<file path="src/cis_pkg.sv">
// Constants and types of the interrupt sequencer.
package cis_pkg;

  // Sizes of the block.
  localparam int NSRC = 8;
  localparam int SRCW = 3;
  localparam int LVLW = 3;
  localparam int AW   = 20;
  localparam int DW   = 16;
  localparam int RDW  = 32;
  localparam int NUMW = 6;

  // Register byte offsets.
  localparam logic [7:0] CTRL_BASE_OFS = 8'h00;
  localparam logic [7:0] FLAG_OFS      = 8'h20;
  localparam logic [7:0] VTB_OFS       = 8'h24;
  localparam logic [7:0] STAT_OFS      = 8'h28;

  // Control register fields.
  localparam int CTRL_LVL_LSB = 0;
  localparam int CTRL_REQ_BIT = 3;

  // Flag word fields.
  localparam int FLG_D_BIT   = 2;
  localparam int FLG_I_BIT   = 6;
  localparam int FLG_U_BIT   = 7;
  localparam int FLG_IPL_LSB = 12;

  // Values after reset.
  localparam logic [DW-1:0] FLAG_RESET = 16'h0000;
  localparam logic [AW-1:0] VTB_RESET  = 20'h0_0000;

  // Cycle counts of the sequence and of the instruction wait.
  localparam logic [4:0] SEQ_CYC_16BIT   = 5'h12;
  localparam logic [4:0] SEQ_CYC_8BIT    = 5'h14;
  localparam logic [4:0] DBC_EXTRA_CYC   = 5'h02;
  localparam logic [4:0] STEP_EXTRA_CYC  = 5'h01;
  localparam logic [5:0] INSTR_WAIT_MAX  = 6'h1E;

  // Threshold for NMI and watchdog sources.
  localparam logic [LVLW-1:0] IPL_NMI_WDT = 3'h7;

  // Numbers and fixed vectors.
  localparam logic [NUMW-1:0] MASK_NUM_BASE = 6'h04;
  localparam logic [NUMW-1:0] SW_KEEP_U_MIN = 6'h20;
  localparam logic [AW-1:0]   INFO_ADDR     = 20'h0_0000;
  localparam logic [AW-1:0]   VEC_NMI       = 20'hF_FFF8;
  localparam logic [AW-1:0]   VEC_DBC       = 20'hF_FFF4;
  localparam logic [AW-1:0]   VEC_WDT       = 20'hF_FFF0;
  localparam logic [AW-1:0]   VEC_STEP      = 20'hF_FFEC;
  localparam logic [AW-1:0]   VEC_MATCH     = 20'hF_FFE8;

  // Special request bit positions.
  localparam int SP_NMI   = 0;
  localparam int SP_DBC   = 1;
  localparam int SP_WDT   = 2;
  localparam int SP_STEP  = 3;
  localparam int SP_MATCH = 4;
  localparam int NSPEC    = 5;

  typedef enum logic [2:0] {
    KIND_MASK  = 3'b000,
    KIND_SW    = 3'b001,
    KIND_NMI   = 3'b010,
    KIND_DBC   = 3'b011,
    KIND_WDT   = 3'b100,
    KIND_STEP  = 3'b101,
    KIND_MATCH = 3'b110
  } cis_kind_type;

  typedef enum logic [3:0] {
    S_IDLE   = 4'b0000,
    S_INFO   = 4'b0001,
    S_INDET  = 4'b0010,
    S_SAVE   = 4'b0011,
    S_PUSHF  = 4'b0100,
    S_PUSHPC = 4'b0101,
    S_VLO    = 4'b0110,
    S_VHI    = 4'b0111,
    S_PAD    = 4'b1000,
    S_FINISH = 4'b1001
  } cis_state_type;

  typedef struct packed {
    logic            req;
    logic [LVLW-1:0] level;
  } cis_ctrl_type;

  typedef struct packed {
    logic [AW-1:0] addr;
    logic [DW-1:0] wdata;
    logic          rd;
    logic          wr;
  } cis_bus_type;

endpackage

</file>
<file path="src/cis_sequencer.sv">
// Interrupt acceptance, priority and sequence logic of the CPU.
//
// Strobed register access and the register offsets were decided locally.
`timescale 1ns/100ps
//
// Function
// Accept: enable, request, level over threshold.
// Three-bit level; zero disables.
// Threshold admits only higher levels.
// Enable, requests, levels, threshold independent.
// Evaluate at instruction end.
// Repeat instructions suspend for interrupts.
// Info read of address zero clears request.
// Save prior flag word internally.
// Clear I, D, U; keep U for 32-63.
// Push saved flags, then program counter.
// Load accepted level into threshold last.
// Then fetch at handler address.
// Length 18/19/20; 8-bit bus 20.
// Debug break +2, step/match +1.
// Instruction wait at most thirty cycles.
// Bus order: info, indeterminate, pushes, vectors.
// Indeterminate cycle reads when queue accepts.
// Watchdog/NMI set seven, others keep threshold.
// Hardware set survives software write.
// Software rewrites control only when safe.
// Hardware sets/clears request; software clears.
// Global enable gates maskables; resets zero.
// Vector at table base plus four times number.
// Equal levels: lower index wins.
// Request bit at bit three.
// Info read returns best enabled source.
module cis_sequencer
  import cis_pkg::*;
(
  // Clock and reset.
  input  wire logic             mclk,
  input  wire logic             reset,
  // Software register port.
  input  wire logic [7:0]       reg_addr,
  input  wire logic [RDW-1:0]   reg_wdata,
  input  wire logic             reg_wr,
  input  wire logic             reg_rd,
  output logic      [RDW-1:0]   reg_rdata,
  // Peripheral request sources, one-cycle pulses.
  input  wire logic [NSRC-1:0]  src_req,
  // CPU core status.
  input  wire logic             instr_done,
  input  wire logic             repeat_active,
  input  wire logic             sw_int_req,
  input  wire logic [NUMW-1:0]  sw_int_num,
  input  wire logic [NSPEC-1:0] special_req,
  input  wire logic [DW-1:0]    sp_in,
  input  wire logic [AW-1:0]    pc_in,
  input  wire logic             queue_ready,
  input  wire logic             bus_8bit,
  // CPU core control.
  output logic                  core_suspend,
  output logic                  seq_busy,
  output logic      [NSPEC-1:0] special_ack,
  output logic                  sw_int_ack,
  output logic                  handler_valid,
  output logic      [AW-1:0]    handler_pc,
  output logic      [DW-1:0]    stack_ptr_new,
  output logic      [DW-1:0]    flag_word,
  output logic                  wait_overrun,
  // Memory bus.
  output cis_bus_type           mem_bus,
  input  wire logic [DW-1:0]    mem_rdata
);

  cis_state_type   state_reg;
  cis_state_type   state_next;
  cis_ctrl_type    ctrl_reg [NSRC];
  logic [DW-1:0]   flag_reg;
  logic [AW-1:0]   vtb_reg;
  logic [RDW-1:0]  rdata_reg;
  cis_kind_type    kind_reg;
  logic [NUMW-1:0] num_reg;
  logic [LVLW-1:0] lvl_reg;
  logic [SRCW-1:0] idx_reg;
  logic [AW-1:0]   vec_reg;
  logic [DW-1:0]   sp_reg;
  logic [AW-1:0]   pc_reg;
  logic [4:0]      len_reg;
  logic [4:0]      cyc_reg;
  logic [DW-1:0]   temp_reg;
  logic [DW-1:0]   vlo_reg;
  logic [DW-1:0]   vhi_reg;
  logic            vhi_pend_reg;
  logic [5:0]      wait_cnt_reg;
  logic            overrun_reg;
  logic            hvalid_reg;
  logic [AW-1:0]   hpc_reg;
  logic [DW-1:0]   spnew_reg;

  // Software port decode.
  wire logic              ctrl_hit  = (reg_addr[7:5] == CTRL_BASE_OFS[7:5]) &&
                                      (reg_addr[1:0] == 2'h0);
  wire logic [SRCW-1:0]   ctrl_idx  = reg_addr[SRCW+1:2];
  wire logic              flag_hit  = (reg_addr == FLAG_OFS);
  wire logic              vtb_hit   = (reg_addr == VTB_OFS);
  wire logic              stat_hit  = (reg_addr == STAT_OFS);
  wire logic [LVLW-1:0]   processor_priority_threshold       = flag_reg[FLG_IPL_LSB +: LVLW];
  wire logic              busy      = (state_reg != S_IDLE);

  // Acceptance per source.
  logic [NSRC-1:0] eligible;
  genvar g;
  generate
    for (g = 0; g < NSRC; g++) begin : g_elig
      assign eligible[g] = flag_reg[FLG_I_BIT] & ctrl_reg[g].req &
                           (ctrl_reg[g].level > processor_priority_threshold);
    end
  endgenerate

  // Highest level wins; ties go to the lower index.
  logic                best_found;
  logic [SRCW-1:0]     best_idx;
  logic [LVLW-1:0]     best_lvl;
  always_comb begin
    best_found = 1'b0;
    best_idx   = '0;
    best_lvl   = '0;
    for (int i = NSRC - 1; i >= 0; i--) begin
      if (eligible[i] && (ctrl_reg[i].level >= best_lvl)) begin
        best_found = 1'b1;
        best_idx   = SRCW'(i);
        best_lvl   = ctrl_reg[i].level;
      end
    end
  end

  // Source to serve; specials in fixed hardware order.
  wire logic          eval_point = instr_done | repeat_active;
  wire logic          any_cand   = (|special_req) | sw_int_req | best_found;
  wire logic          start      = (state_reg == S_IDLE) & eval_point & any_cand;
  wire cis_kind_type  start_kind = special_req[SP_NMI]   ? KIND_NMI   :
                                   special_req[SP_DBC]   ? KIND_DBC   :
                                   special_req[SP_WDT]   ? KIND_WDT   :
                                   sw_int_req            ? KIND_SW    :
                                   best_found            ? KIND_MASK  :
                                   special_req[SP_STEP]  ? KIND_STEP  :
                                                           KIND_MATCH;
  wire logic [NUMW-1:0] mask_num = MASK_NUM_BASE + {{(NUMW-SRCW){1'b0}}, best_idx};
  wire logic [NUMW-1:0] start_num = (start_kind == KIND_SW) ? sw_int_num : mask_num;
  wire logic [AW-1:0]   table_vec = vtb_reg + {{(AW-NUMW-2){1'b0}}, start_num, 2'b00};
  wire logic [AW-1:0]   start_vec = (start_kind == KIND_NMI)   ? VEC_NMI   :
                                    (start_kind == KIND_DBC)   ? VEC_DBC   :
                                    (start_kind == KIND_WDT)   ? VEC_WDT   :
                                    (start_kind == KIND_STEP)  ? VEC_STEP  :
                                    (start_kind == KIND_MATCH) ? VEC_MATCH :
                                                                 table_vec;

  // Sequence length from bus width, alignment and kind.
  wire logic [4:0] base_len  = bus_8bit ? SEQ_CYC_8BIT :
                               SEQ_CYC_16BIT + {4'h0, start_vec[0]} + {4'h0, sp_in[0]};
  wire logic [4:0] extra_len = (start_kind == KIND_DBC) ? DBC_EXTRA_CYC :
                               ((start_kind == KIND_STEP) || (start_kind == KIND_MATCH)) ?
                               STEP_EXTRA_CYC : 5'h00;
  wire logic [4:0] start_len = base_len + extra_len;

  // Results of the sequence.
  wire logic        keep_u    = (kind_reg == KIND_SW) && (num_reg >= SW_KEEP_U_MIN);
  wire logic [DW-1:0] push_flags = {temp_reg[15:12], pc_reg[19:16], temp_reg[7:0]};
  wire logic [LVLW-1:0] new_ipl =
    (kind_reg == KIND_MASK) ? lvl_reg :
    ((kind_reg == KIND_NMI) || (kind_reg == KIND_WDT)) ? IPL_NMI_WDT : processor_priority_threshold;

  // Suspension lets a repeat instruction yield mid-way.
  assign core_suspend = start & repeat_active & ~instr_done;
  assign seq_busy     = busy;
  assign sw_int_ack   = (state_reg == S_INFO) && (kind_reg == KIND_SW);
  assign special_ack  = (state_reg != S_INFO) ? '0 :
                        (kind_reg == KIND_NMI)   ? NSPEC'(1 << SP_NMI)   :
                        (kind_reg == KIND_DBC)   ? NSPEC'(1 << SP_DBC)   :
                        (kind_reg == KIND_WDT)   ? NSPEC'(1 << SP_WDT)   :
                        (kind_reg == KIND_STEP)  ? NSPEC'(1 << SP_STEP)  :
                        (kind_reg == KIND_MATCH) ? NSPEC'(1 << SP_MATCH) : '0;

  // Bus cycles decode the state so each step owns one cycle.
  always_comb begin
    mem_bus = '0;
    case (state_reg)
      S_INFO: begin
        mem_bus.addr = INFO_ADDR;
        mem_bus.rd   = 1'b1;
      end
      S_INDET: begin
        mem_bus.addr = pc_reg;
        mem_bus.rd   = queue_ready;
      end
      S_PUSHF: begin
        mem_bus.addr  = {{(AW-DW){1'b0}}, sp_reg - 16'h0002};
        mem_bus.wdata = push_flags;
        mem_bus.wr    = 1'b1;
      end
      S_PUSHPC: begin
        mem_bus.addr  = {{(AW-DW){1'b0}}, sp_reg - 16'h0004};
        mem_bus.wdata = pc_reg[DW-1:0];
        mem_bus.wr    = 1'b1;
      end
      S_VLO: begin
        mem_bus.addr = vec_reg;
        mem_bus.rd   = 1'b1;
      end
      S_VHI: begin
        mem_bus.addr = vec_reg + 20'h0_0002;
        mem_bus.rd   = 1'b1;
      end
      default: mem_bus = '0;
    endcase
  end

  always_comb begin
    state_next = state_reg;
    case (state_reg)
      S_IDLE:   state_next = start ? S_INFO : S_IDLE;
      S_INFO:   state_next = S_INDET;
      S_INDET:  state_next = S_SAVE;
      S_SAVE:   state_next = S_PUSHF;
      S_PUSHF:  state_next = S_PUSHPC;
      S_PUSHPC: state_next = S_VLO;
      S_VLO:    state_next = S_VHI;
      S_VHI:    state_next = S_PAD;
      S_PAD:    state_next = (cyc_reg == len_reg - 5'h02) ? S_FINISH : S_PAD;
      S_FINISH: state_next = S_IDLE;
      default:  state_next = S_IDLE;
    endcase
  end

  always_ff @(posedge mclk or posedge reset) begin
    if (reset) begin
      state_reg <= S_IDLE;
      cyc_reg   <= 5'h00;
    end else begin
      state_reg <= state_next;
      cyc_reg   <= (state_next == S_IDLE || state_reg == S_IDLE) ? 5'h00 : cyc_reg + 5'h01;
    end
  end

  // Sequence context captured at acceptance.
  always_ff @(posedge mclk or posedge reset) begin
    if (reset) begin
      kind_reg <= KIND_MASK;
      num_reg  <= '0;
      lvl_reg  <= '0;
      idx_reg  <= '0;
      vec_reg  <= '0;
      sp_reg   <= '0;
      pc_reg   <= '0;
      len_reg  <= SEQ_CYC_16BIT;
    end else if (start) begin
      kind_reg <= start_kind;
      num_reg  <= start_num;
      lvl_reg  <= best_lvl;
      idx_reg  <= best_idx;
      vec_reg  <= start_vec;
      sp_reg   <= sp_in;
      pc_reg   <= pc_in;
      len_reg  <= start_len;
    end
  end

  // Control registers; a hardware set beats any clear.
  generate
    for (g = 0; g < NSRC; g++) begin : g_ctrl
      wire logic wr_hit  = reg_wr & ctrl_hit & (ctrl_idx == SRCW'(g));
      wire logic sw_clr  = wr_hit & ~reg_wdata[CTRL_REQ_BIT];
      wire logic seq_clr = (state_reg == S_INFO) && (kind_reg == KIND_MASK) &&
                           (idx_reg == SRCW'(g));
      always_ff @(posedge mclk or posedge reset) begin
        if (reset) begin
          ctrl_reg[g] <= '0;
        end else begin
          ctrl_reg[g].req <= src_req[g] | (ctrl_reg[g].req & ~sw_clr & ~seq_clr);
          if (wr_hit) begin
            ctrl_reg[g].level <= reg_wdata[CTRL_LVL_LSB +: LVLW];
          end
        end
      end
    end
  endgenerate

  // Flag word; software writes are ignored while busy.
  always_ff @(posedge mclk or posedge reset) begin
    if (reset) begin
      flag_reg <= FLAG_RESET;
      temp_reg <= '0;
    end else begin
      if (state_reg == S_SAVE) begin
        temp_reg               <= flag_reg;
        flag_reg[FLG_I_BIT]    <= 1'b0;
        flag_reg[FLG_D_BIT]    <= 1'b0;
        flag_reg[FLG_U_BIT]    <= keep_u ? flag_reg[FLG_U_BIT] : 1'b0;
      end else if (state_reg == S_FINISH) begin
        flag_reg[FLG_IPL_LSB +: LVLW] <= new_ipl;
      end else if (reg_wr && flag_hit && !busy) begin
        flag_reg <= reg_wdata[DW-1:0];
      end
    end
  end

  always_ff @(posedge mclk or posedge reset) begin
    if (reset) begin
      vtb_reg <= VTB_RESET;
    end else if (reg_wr && vtb_hit) begin
      vtb_reg <= reg_wdata[AW-1:0];
    end
  end

  // Vector halves arrive one cycle after their reads.
  always_ff @(posedge mclk or posedge reset) begin
    if (reset) begin
      vlo_reg      <= '0;
      vhi_reg      <= '0;
      vhi_pend_reg <= 1'b0;
    end else begin
      vhi_pend_reg <= (state_reg == S_VHI);
      if (state_reg == S_VHI) begin
        vlo_reg <= mem_rdata;
      end
      if (vhi_pend_reg) begin
        vhi_reg <= mem_rdata;
      end
    end
  end

  // Handler address and new stack pointer in the last cycle.
  always_ff @(posedge mclk or posedge reset) begin
    if (reset) begin
      hvalid_reg <= 1'b0;
      hpc_reg    <= '0;
      spnew_reg  <= '0;
    end else begin
      hvalid_reg <= (state_next == S_FINISH);
      if (state_next == S_FINISH) begin
        hpc_reg   <= {vhi_reg[AW-DW-1:0], vlo_reg};
        spnew_reg <= sp_reg - 16'h0004;
      end
    end
  end

  // The core promises an evaluation point within the longest instruction time;
  // a longer wait is flagged for software.
  always_ff @(posedge mclk or posedge reset) begin
    if (reset) begin
      wait_cnt_reg <= '0;
      overrun_reg  <= 1'b0;
    end else begin
      if (!any_cand || busy || eval_point) begin
        wait_cnt_reg <= '0;
      end else if (wait_cnt_reg != 6'h3F) begin
        wait_cnt_reg <= wait_cnt_reg + 6'h01;
      end
      if (wait_cnt_reg > INSTR_WAIT_MAX) begin
        overrun_reg <= 1'b1;
      end else if (reg_wr && stat_hit) begin
        overrun_reg <= 1'b0;
      end
    end
  end

  // Read data one cycle after the strobe; unmapped reads zero.
  wire logic [RDW-1:0] ctrl_rd = {{(RDW-4){1'b0}}, ctrl_reg[ctrl_idx].req,
                                  ctrl_reg[ctrl_idx].level};
  wire logic [RDW-1:0] stat_rd = {16'h0000, busy, kind_reg, overrun_reg, lvl_reg, 2'b00, num_reg};
  wire logic [RDW-1:0] rd_mux  = ctrl_hit ? ctrl_rd :
                                 flag_hit ? {16'h0000, flag_reg} :
                                 vtb_hit  ? {12'h000, vtb_reg} :
                                 stat_hit ? stat_rd : '0;

  always_ff @(posedge mclk or posedge reset) begin
    if (reset) begin
      rdata_reg <= '0;
    end else begin
      rdata_reg <= reg_rd ? rd_mux : '0;
    end
  end

  assign reg_rdata     = rdata_reg;
  assign handler_valid = hvalid_reg;
  assign handler_pc    = hpc_reg;
  assign stack_ptr_new = spnew_reg;
  assign flag_word     = flag_reg;
  assign wait_overrun  = overrun_reg;

endmodule

</file>
<file path="config.mk">
export PLATFORM = sky130hd
export DESIGN_NAME = cis_sequencer
export DESIGN_NICKNAME = d
export VERILOG_FILES = /design/src/cis_pkg.sv /design/src/cis_sequencer.sv
export SDC_FILE = /design/constraint.sdc
export NUM_CORES = 1
export LEC_CHECK = 0
export BUFFER_PORTS_ARGS = -buffer_cell sky130_fd_sc_hd__buf_2
export CORE_MARGIN = 4
export CORE_UTILIZATION = 36
export DETAILED_ROUTE_END_ITERATION = 8
export SLEW_MARGIN = 20
export SYNTH_ARGS = -nofsm -noshare
export SYNTH_HDL_FRONTEND = slang
export SYNTH_SLANG_ARGS = --single-unit
</file>
<file path="constraint.sdc">
create_clock -name mclk -period 14.3 [get_ports mclk]
set_clock_uncertainty 0.2 [all_clocks]
set_input_delay 1.43 -clock mclk [delete_from_list [all_inputs] [get_ports mclk]]
set_output_delay 1.43 -clock mclk [all_outputs]
set_load 0.005 [all_outputs]
</file>
# ---- After elaboration in Yosys (flattened, before gate mapping)
# Index checks and enable logic that the tools add are counted.
dict set report word_totals {
  in_bits 120
  reg_bits 254
  elab_cells 324
}
dict set report op_classes {
  bitwise 85
  n_addsub 11
  n_reduce_logical 50
  n_mux 73
  magnitude_cmp 19
  n_eq_ne 45
}
# cell n
set op_table {}
lappend op_table {{20-bit two-way mux} 9}
lappend op_table {{20-bit case mux with 5 select lines} 1}
lappend op_table {{3-bit two-way mux} 24}
lappend op_table {{1-bit bitwise AND} 53}
lappend op_table {{3-bit equality test (second input constant)} 14}
lappend op_table {{5-bit two-way mux} 8}
lappend op_table {{4-bit case mux with 9 select lines} 1}
lappend op_table {{16-bit case mux with 2 select lines} 1}
lappend op_table {{3-bit by 2-bit equality test with 1-bit output (second input constant)} 8}
lappend op_table {{8-bit by 6-bit equality test with 1-bit output (second input constant)} 3}
lappend op_table {{3-bit > comparator} 8}
lappend op_table {{1-bit logical AND} 24}
lappend op_table {{3-bit >= comparator} 7}
lappend op_table {{20-bit by 2-bit adder with 20-bit output (second input constant)} 1}
lappend op_table {{20-bit by 8-bit adder with 20-bit output} 1}
lappend op_table {{1-bit NOT} 20}
lappend op_table {{6-bit two-way mux} 3}
lappend op_table {{4-bit by 3-bit equality test with 1-bit output (second input constant)} 4}
lappend op_table {{1-bit two-way mux} 16}
lappend op_table {{16-bit two-way mux} 1}
lappend op_table {{16-bit by 2-bit subtractor with 16-bit output (second input constant)} 1}
lappend op_table {{16-bit by 3-bit subtractor with 16-bit output (second input constant)} 1}
lappend op_table {{15-bit two-way mux} 1}
lappend op_table {{4-bit binary-select mux with 3-bit select} 1}
lappend op_table {{38 further kinds} 72}

# ---- Depth between registers and ports, before layout
dict set report logic_depth {
  ltp_word 42
  mapped_depth 69
}

# ---- Worst setup path before layout
# No wires, ideal clock.
dict set report synth_timing {
  path_type {flip-flop to flip-flop}
  from {register flag_reg[14], in the netlist flag_word[14]}
  to {register vec_reg[18]}
  required_ns 14.018
  path_slack_ns 1.018
  arrival_time_ns 13.000
  stages_incl_launch_ff 66
  synth_period_minus_slack_ns 13.282
  setup_ns 0.082
  path_cell_list {dfrtp_1 inv_1 ha_1 a21oi_1 o21ai_1 and3_1 ha_1 nand2b_1 a31oi_1 or4_1 clkbuf_1 mux2_2 ha_1 nand2b_1 o21ai_0 a2111oi_0 or2_0 buf_2 (+30 left out) ha_1 nand2b_1 a21o_1 a21oi_1 nor3_1 nor4_1 a21bo_2 or3_1 o21a_1 ha_1 nor2b_1 o21ai_0 a21oi_1 o21ai_0 a211oi_1 nand3_1 xor2_1 a31oi_1}
}
dict set report synth_between {
  elab_chain_cells 38
}
# item line_no
set synth_rtl {}
lappend synth_rtl {{from (decl)} cis_sequencer.sv:75} ;# logic [DW-1:0] flag_reg;
lappend synth_rtl {{from (signal, indexed assignment)} cis_sequencer.sv:295} ;# flag_reg[FLG_U_BIT] <= keep_u ? flag_reg[FLG_U_BIT] : 1'b0;
lappend synth_rtl {{from (signal, indexed assignment)} cis_sequencer.sv:297} ;# flag_reg[FLG_IPL_LSB +: LVLW] <= new_ipl;
lappend synth_rtl {{from (signal assigned)} cis_sequencer.sv:299} ;# flag_reg <= reg_wdata[DW-1:0];
lappend synth_rtl {{3-bit > comparator} cis_sequencer.sv:113} ;# (ctrl_reg[g].level > processor_priority_threshold);
lappend synth_rtl {{1-bit bitwise AND} cis_sequencer.sv:112} ;# assign eligible[g] = flag_reg[FLG_I_BIT] & ctrl_reg[g].req &
lappend synth_rtl {{1-bit logical AND} cis_sequencer.sv:126} ;# if (eligible[i] && (ctrl_reg[i].level >= best_lvl)) begin
lappend synth_rtl {{3-bit two-way mux} cis_sequencer.sv:126}
lappend synth_rtl {{3-bit >= comparator} cis_sequencer.sv:126}
lappend synth_rtl {{1-bit logical AND} cis_sequencer.sv:126}
lappend synth_rtl {{3-bit two-way mux} cis_sequencer.sv:126}
lappend synth_rtl {{3-bit >= comparator} cis_sequencer.sv:126}
lappend synth_rtl {{(+23 left out)} n/a}
lappend synth_rtl {{6-bit two-way mux (*)} cis_sequencer.sv:146} ;# wire logic [NUMW-1:0] start_num = (start_kind == KIND_SW) ? sw_int_num : mask_num;
lappend synth_rtl {{net start_num[2]} cis_sequencer.sv:146}
lappend synth_rtl {{20-bit by 8-bit adder with 20-bit output (*)} cis_sequencer.sv:147} ;# wire logic [AW-1:0] table_vec = vtb_reg + {{(AW-NUMW-2){1'b0}}, start_num, 2'b00};
lappend synth_rtl {{20-bit two-way mux (*)} cis_sequencer.sv:152} ;# (start_kind == KIND_MATCH) ? VEC_MATCH :
lappend synth_rtl {{20-bit two-way mux (*)} cis_sequencer.sv:151} ;# (start_kind == KIND_STEP) ? VEC_STEP :
lappend synth_rtl {{20-bit two-way mux (*)} cis_sequencer.sv:150} ;# (start_kind == KIND_WDT) ? VEC_WDT :
lappend synth_rtl {{20-bit two-way mux (*)} cis_sequencer.sv:149} ;# (start_kind == KIND_DBC) ? VEC_DBC :
lappend synth_rtl {{20-bit two-way mux (*)} cis_sequencer.sv:148} ;# wire logic [AW-1:0] start_vec = (start_kind == KIND_NMI) ? VEC_NMI :
lappend synth_rtl {{to (signal assigned)} cis_sequencer.sv:258} ;# vec_reg <= start_vec;
lappend synth_rtl {{to (decl)} cis_sequencer.sv:82} ;# logic [AW-1:0] vec_reg;
# Mark *: on every way through the listed nets, which the timed path passes. The rest lies on a longest branch.
# A chain may end at the register's enable or synchronous reset.

# ---- Worst setup path after layout
dict set report layout_timing {
  from {register flag_reg[14], in the netlist flag_word[14]}
  to {output core_suspend}
}
dict set report layout_between {
  elab_chain_cells 29
}
# item line_no
set layout_rtl {}
lappend layout_rtl {{3-bit > comparator} cis_sequencer.sv:113}
lappend layout_rtl {{1-bit bitwise AND} cis_sequencer.sv:112}
lappend layout_rtl {{1-bit logical AND} cis_sequencer.sv:126}
lappend layout_rtl {{3-bit two-way mux} cis_sequencer.sv:126}
lappend layout_rtl {{3-bit >= comparator} cis_sequencer.sv:126}
lappend layout_rtl {{1-bit logical AND} cis_sequencer.sv:126}
lappend layout_rtl {{3-bit two-way mux} cis_sequencer.sv:126}
lappend layout_rtl {{3-bit >= comparator} cis_sequencer.sv:126}
lappend layout_rtl {{(+12 left out)} n/a}
lappend layout_rtl {{1-bit logical AND} cis_sequencer.sv:126}
lappend layout_rtl {{3-bit two-way mux} cis_sequencer.sv:126}
lappend layout_rtl {{3-bit >= comparator} cis_sequencer.sv:126}
lappend layout_rtl {{1-bit logical AND} cis_sequencer.sv:126}
lappend layout_rtl {{1-bit two-way mux (*)} cis_sequencer.sv:126}
lappend layout_rtl {{1-bit OR (*)} cis_sequencer.sv:136} ;# wire logic any_cand = (|special_req) | sw_int_req | best_found;
lappend layout_rtl {{1-bit bitwise AND (*)} cis_sequencer.sv:137} ;# wire logic start = (state_reg == S_IDLE) & eval_point & any_cand;
lappend layout_rtl {{1-bit bitwise AND (*) (2 in series)} cis_sequencer.sv:171} ;# assign core_suspend = start & repeat_active & ~instr_done;
lappend layout_rtl {{to (decl)} cis_sequencer.sv:58} ;# output logic core_suspend,
# Every way passes the cells marked *; elsewhere a longest branch is shown, timed or not.

==> summary.txt <==
Synth
  • Post-Synth Adder-Cell Area: 5.51%
  • Synth Register Bits: 249
  • Synth Area per Inst: 9.74 um2
  • Mapped Area: 14,100 um2
  • EDFF count, synth: 0
  • Post-synthesis mux area share: 11.9%
  • Compound-Gate Fraction of Synth Area: 13.3%
  • Top cell type's share of synthesized area: 43.9%
  • Yosys top cell by area: dfrtp_1
  • Register area share after synthesis: 44.1%
  • Most frequent cell after synthesis: dfrtp_1
  • Top_reg_cell synth: dfrtp_1
  • Async set-or-reset flop fraction in the synthesized netlist: 100%
  • XOR/XNOR share of the synthesized area: 3.97%
  • Simple-Gate Fraction of Synth Area: 16.8%
  • Synth top cells by count: 248 x dfrtp_1, 245 x nand2_1, 83 x nor2_1
  • Netlist cell types: 72
  • YS warnings: 0
  • Largest cells by area after synthesis: dfrtp_1 44%, nand2_1 6.5%, mux2_2 5.9%, ha_1 5.2%, mux2_4 3.5%
  • Largest family of logic cells by synthesized area: simple AND/OR/NAND/NOR gates
  • Cells after Synth: 1,451

Finish
  • Diode count: 0
  • Total Nets Final: 1,861
  • Fill count: 3,806
  • Max reg flops: 32
  • Multi-input logic area: 7420 um2
  • Final Util: 44.0%
  • Area Overhead vs Synth: 20.5%
  • Seq. cell area: 6230 um2
  • Share of layout cells above drive strength 1: 27.7%

Detailed routing
  • Routed wire length per instance: 19.9 um
  • Drt initial violations: 945
  • Drt via density: 5.36
  • Via count: 11,910
  • Remaining DRCs: 0
  • Final wirelength: 44.3 mm
  • Final antenna-violating net count: 0
  • TritonRoute pass-1 iters: 6

Hold path
  • Hold path start: handler_pc[16]
  • Worst min path class: flip-flop to flip-flop
  • Hold Path Cell Cnt: 2
  • Worst hold path endpoint: handler_pc[16]

Die
  • Core Rows: 72
  • DIE HEIGHT: 206 um
  • CORE AREA: 38,700 um2
  • Die X: 206 um
  • Io pins: 252
  • Starting density of the core: 36.5%
  • Die area: 42,500 um2

Global route
  • First-pass GRT wire length: 67.7 mm
  • Pin count of the biggest net entering global routing: 128
  • Tot GR Track Use: 20.2%
  • Antenna violations before repair: 2
  • Vias in the first global route: 11,673
  • Grt total ovfl: 0

CTS
  • Clock tree buffer depth: 3
  • Postcts setup bufs: 0
  • H-tree depth: 1
  • # hold bufs at CTS: 0
  • Worst-path clk slew: 0.07 ns
  • CTS Buf Count: 29
  • Num Clock Sinks: 249
  • CTS tree: done
  • CTS Root Cell: clkbuf_16
  • Clk Latency, worst-skew pair: 0.57 ns

Setup path
  • CP Buf/Inv Count: 5
  • Critical path class: flip-flop to output port
  • Critical Path End Type: output port
  • Crit path required time: 12.67 ns
  • CP Max Fanout: 8
  • Family with the most delay on the worst path: compound AO/OA/AOI/OAI gates
  • Capture point of the worst reg-to-reg path: vec_reg[17]
  • Critical path startpoint category: flip-flop
  • Worst r2r src: flag_word[14]
  • Worst R2R Setup Slack: 0.86 ns
  • Critical path's slowest cell: or4_1
  • Crit path arrival time: 11.89 ns
  • Most Frequent Cell on Critical Path: ha_1
  • Slowest stage delay, CP: 0.58 ns
  • Reg2Reg Depth: 66

Timing
  • Worst slew margin: 25.6%
  • Worst Tran Pin Value: 1.11 ns
  • Slew Viols, Final: 0
  • Clock period minus worst slack: 13.52 ns
  • F_max: 73.9 MHz
  • Post-route setup TNS: 0 ns
  • Fin crit share: 94.6%
  • Final setup vio count: 0
  • Fin. Hold Viols: 0

Outcome
  • Status: completed

Power
  • Clock power share: 26.6%
  • Part of the power in registers: 38.4%
  • Power Internal: 1.84 mW
  • Gate power share: 34.9%
  • Leak Pwr: 8.19 nW
  • Maximum vdd ir drop: 0.103 mV
  • NetSw: 1.09 mW
  • Power per Cell Area: 172 nW/um2
  • Switching part of the total: 37.3%

Job
  • Max-cap viol count: 0

Placement
  • GP Congestion: 0.873
  • Port Buffer Count: 227
  • DP Wirelength: 32.5 mm
[routing by layer]
layer / track usage (%) / vias up / part of all wire, %
met3: 4.05 / 91 / 7.1
li1: - / 5578 / -
met2: 31.1 / 435 / 44
met1: 28.7 / 5802 / 45
met4: 6.20 / 4 / 3.4
met5: 0 / - / 0.079
[repair_timing]
action / 4_1_cts / 5_1_grt
endpoints found under the setup margin: 0 / 19
gates resized for setup: 0 / 13
hold endpoints to repair: 0 / 0
[worst max path at each step]
stage	from	endpoint	slack (ns)	depth (start not counted)
final	flag_word[14]	core_suspend	0.78	57
after CTS	flag_word[14]	core_suspend	0.17	57
after detailed placement	flag_word[14]	vec_reg[17]	0.45	66
after global routing	flag_word[13]	vec_reg[16]	-0.1	67
after global placement	flag_word[14]	vec_reg[15]	0.61	66
after floorplan	flag_word[14]	vec_reg[18]	1.02	65
[stage by stage]
step | instances | worst slack, ns | cell area [um2] | hold WS [ns] | power [mW]
floorplan | 1462 | 1.02 | 14200 | 0.242 | 1.74
global placement | 2167 | 0.611 | 15900 | 0.244 | 2.12
detailed placement | 2167 | 0.453 | 16000 | 0.251 | 2.15
CTS | 2221 | 0.168 | 17000 | 0.264 | 2.94
global route | 2221 | -0.0998 | 17000 | 0.283 | 3.11
finish | 2221 | 0.776 | 17000 | 0.260 | 2.93
[cell type report]
class	instances	share of cell area (%)
inverter	52	1.19
sequential	249	36.6
clock inverter	15	0.992
multi-input combinational	1076	43.6
tap	518	3.81
clock buffer	39	4.95
timing repair buffer	272	8.88
[placed cells by master, fill, tap and decap left out, types with 30 or more instances in the layout]
master	Yosys	layout
nand2_1	245	245
a21oi_1	68	68
nor3_1	34	30
o21ai_0	75	73
nor2_1	83	82
xnor2_1	39	39
mux2_4	33	33
ha_1	59	59
nand3_1	40	39
buf_4	13	42
buf_2	8	227
inv_1	52	51
mux2_2	74	74
dfrtp_1	248	247
[kinds of logic (layout without fill, tap and decap cells)]
group | count (synthesis) | count (layout)
xor gates and xnor gates | 64 | 64
AOI/OAI and AO/OA | 288 | 288
and+or+nand+nor | 519 | 519
buffers and inverters | 137 | 378
muxes | 132 | 132
other | 1 | 12
adders and majority gates | 61 | 61
DFF | 249 | 249
[tightest hold or removal path: stages (launching register included)]
cell and delay, ns:
dfrtp_1 0.34, nand2_1 0.05, nand2_1 0.04
[power by group through the flow]
stage	Clock [mW]	Combinational (mW)	Sequential, mW
4_1_cts	0.794	1.02	1.12
6_report	0.779	1.02	1.12
3_3_place_gp	0	0.997	1.12
5_1_grt	0.820	1.14	1.15
2_1_floorplan	0	0.709	1.03
3_5_place_dp	0	1.02	1.13
No activity file was read; power rests on OpenSTA's default activity.
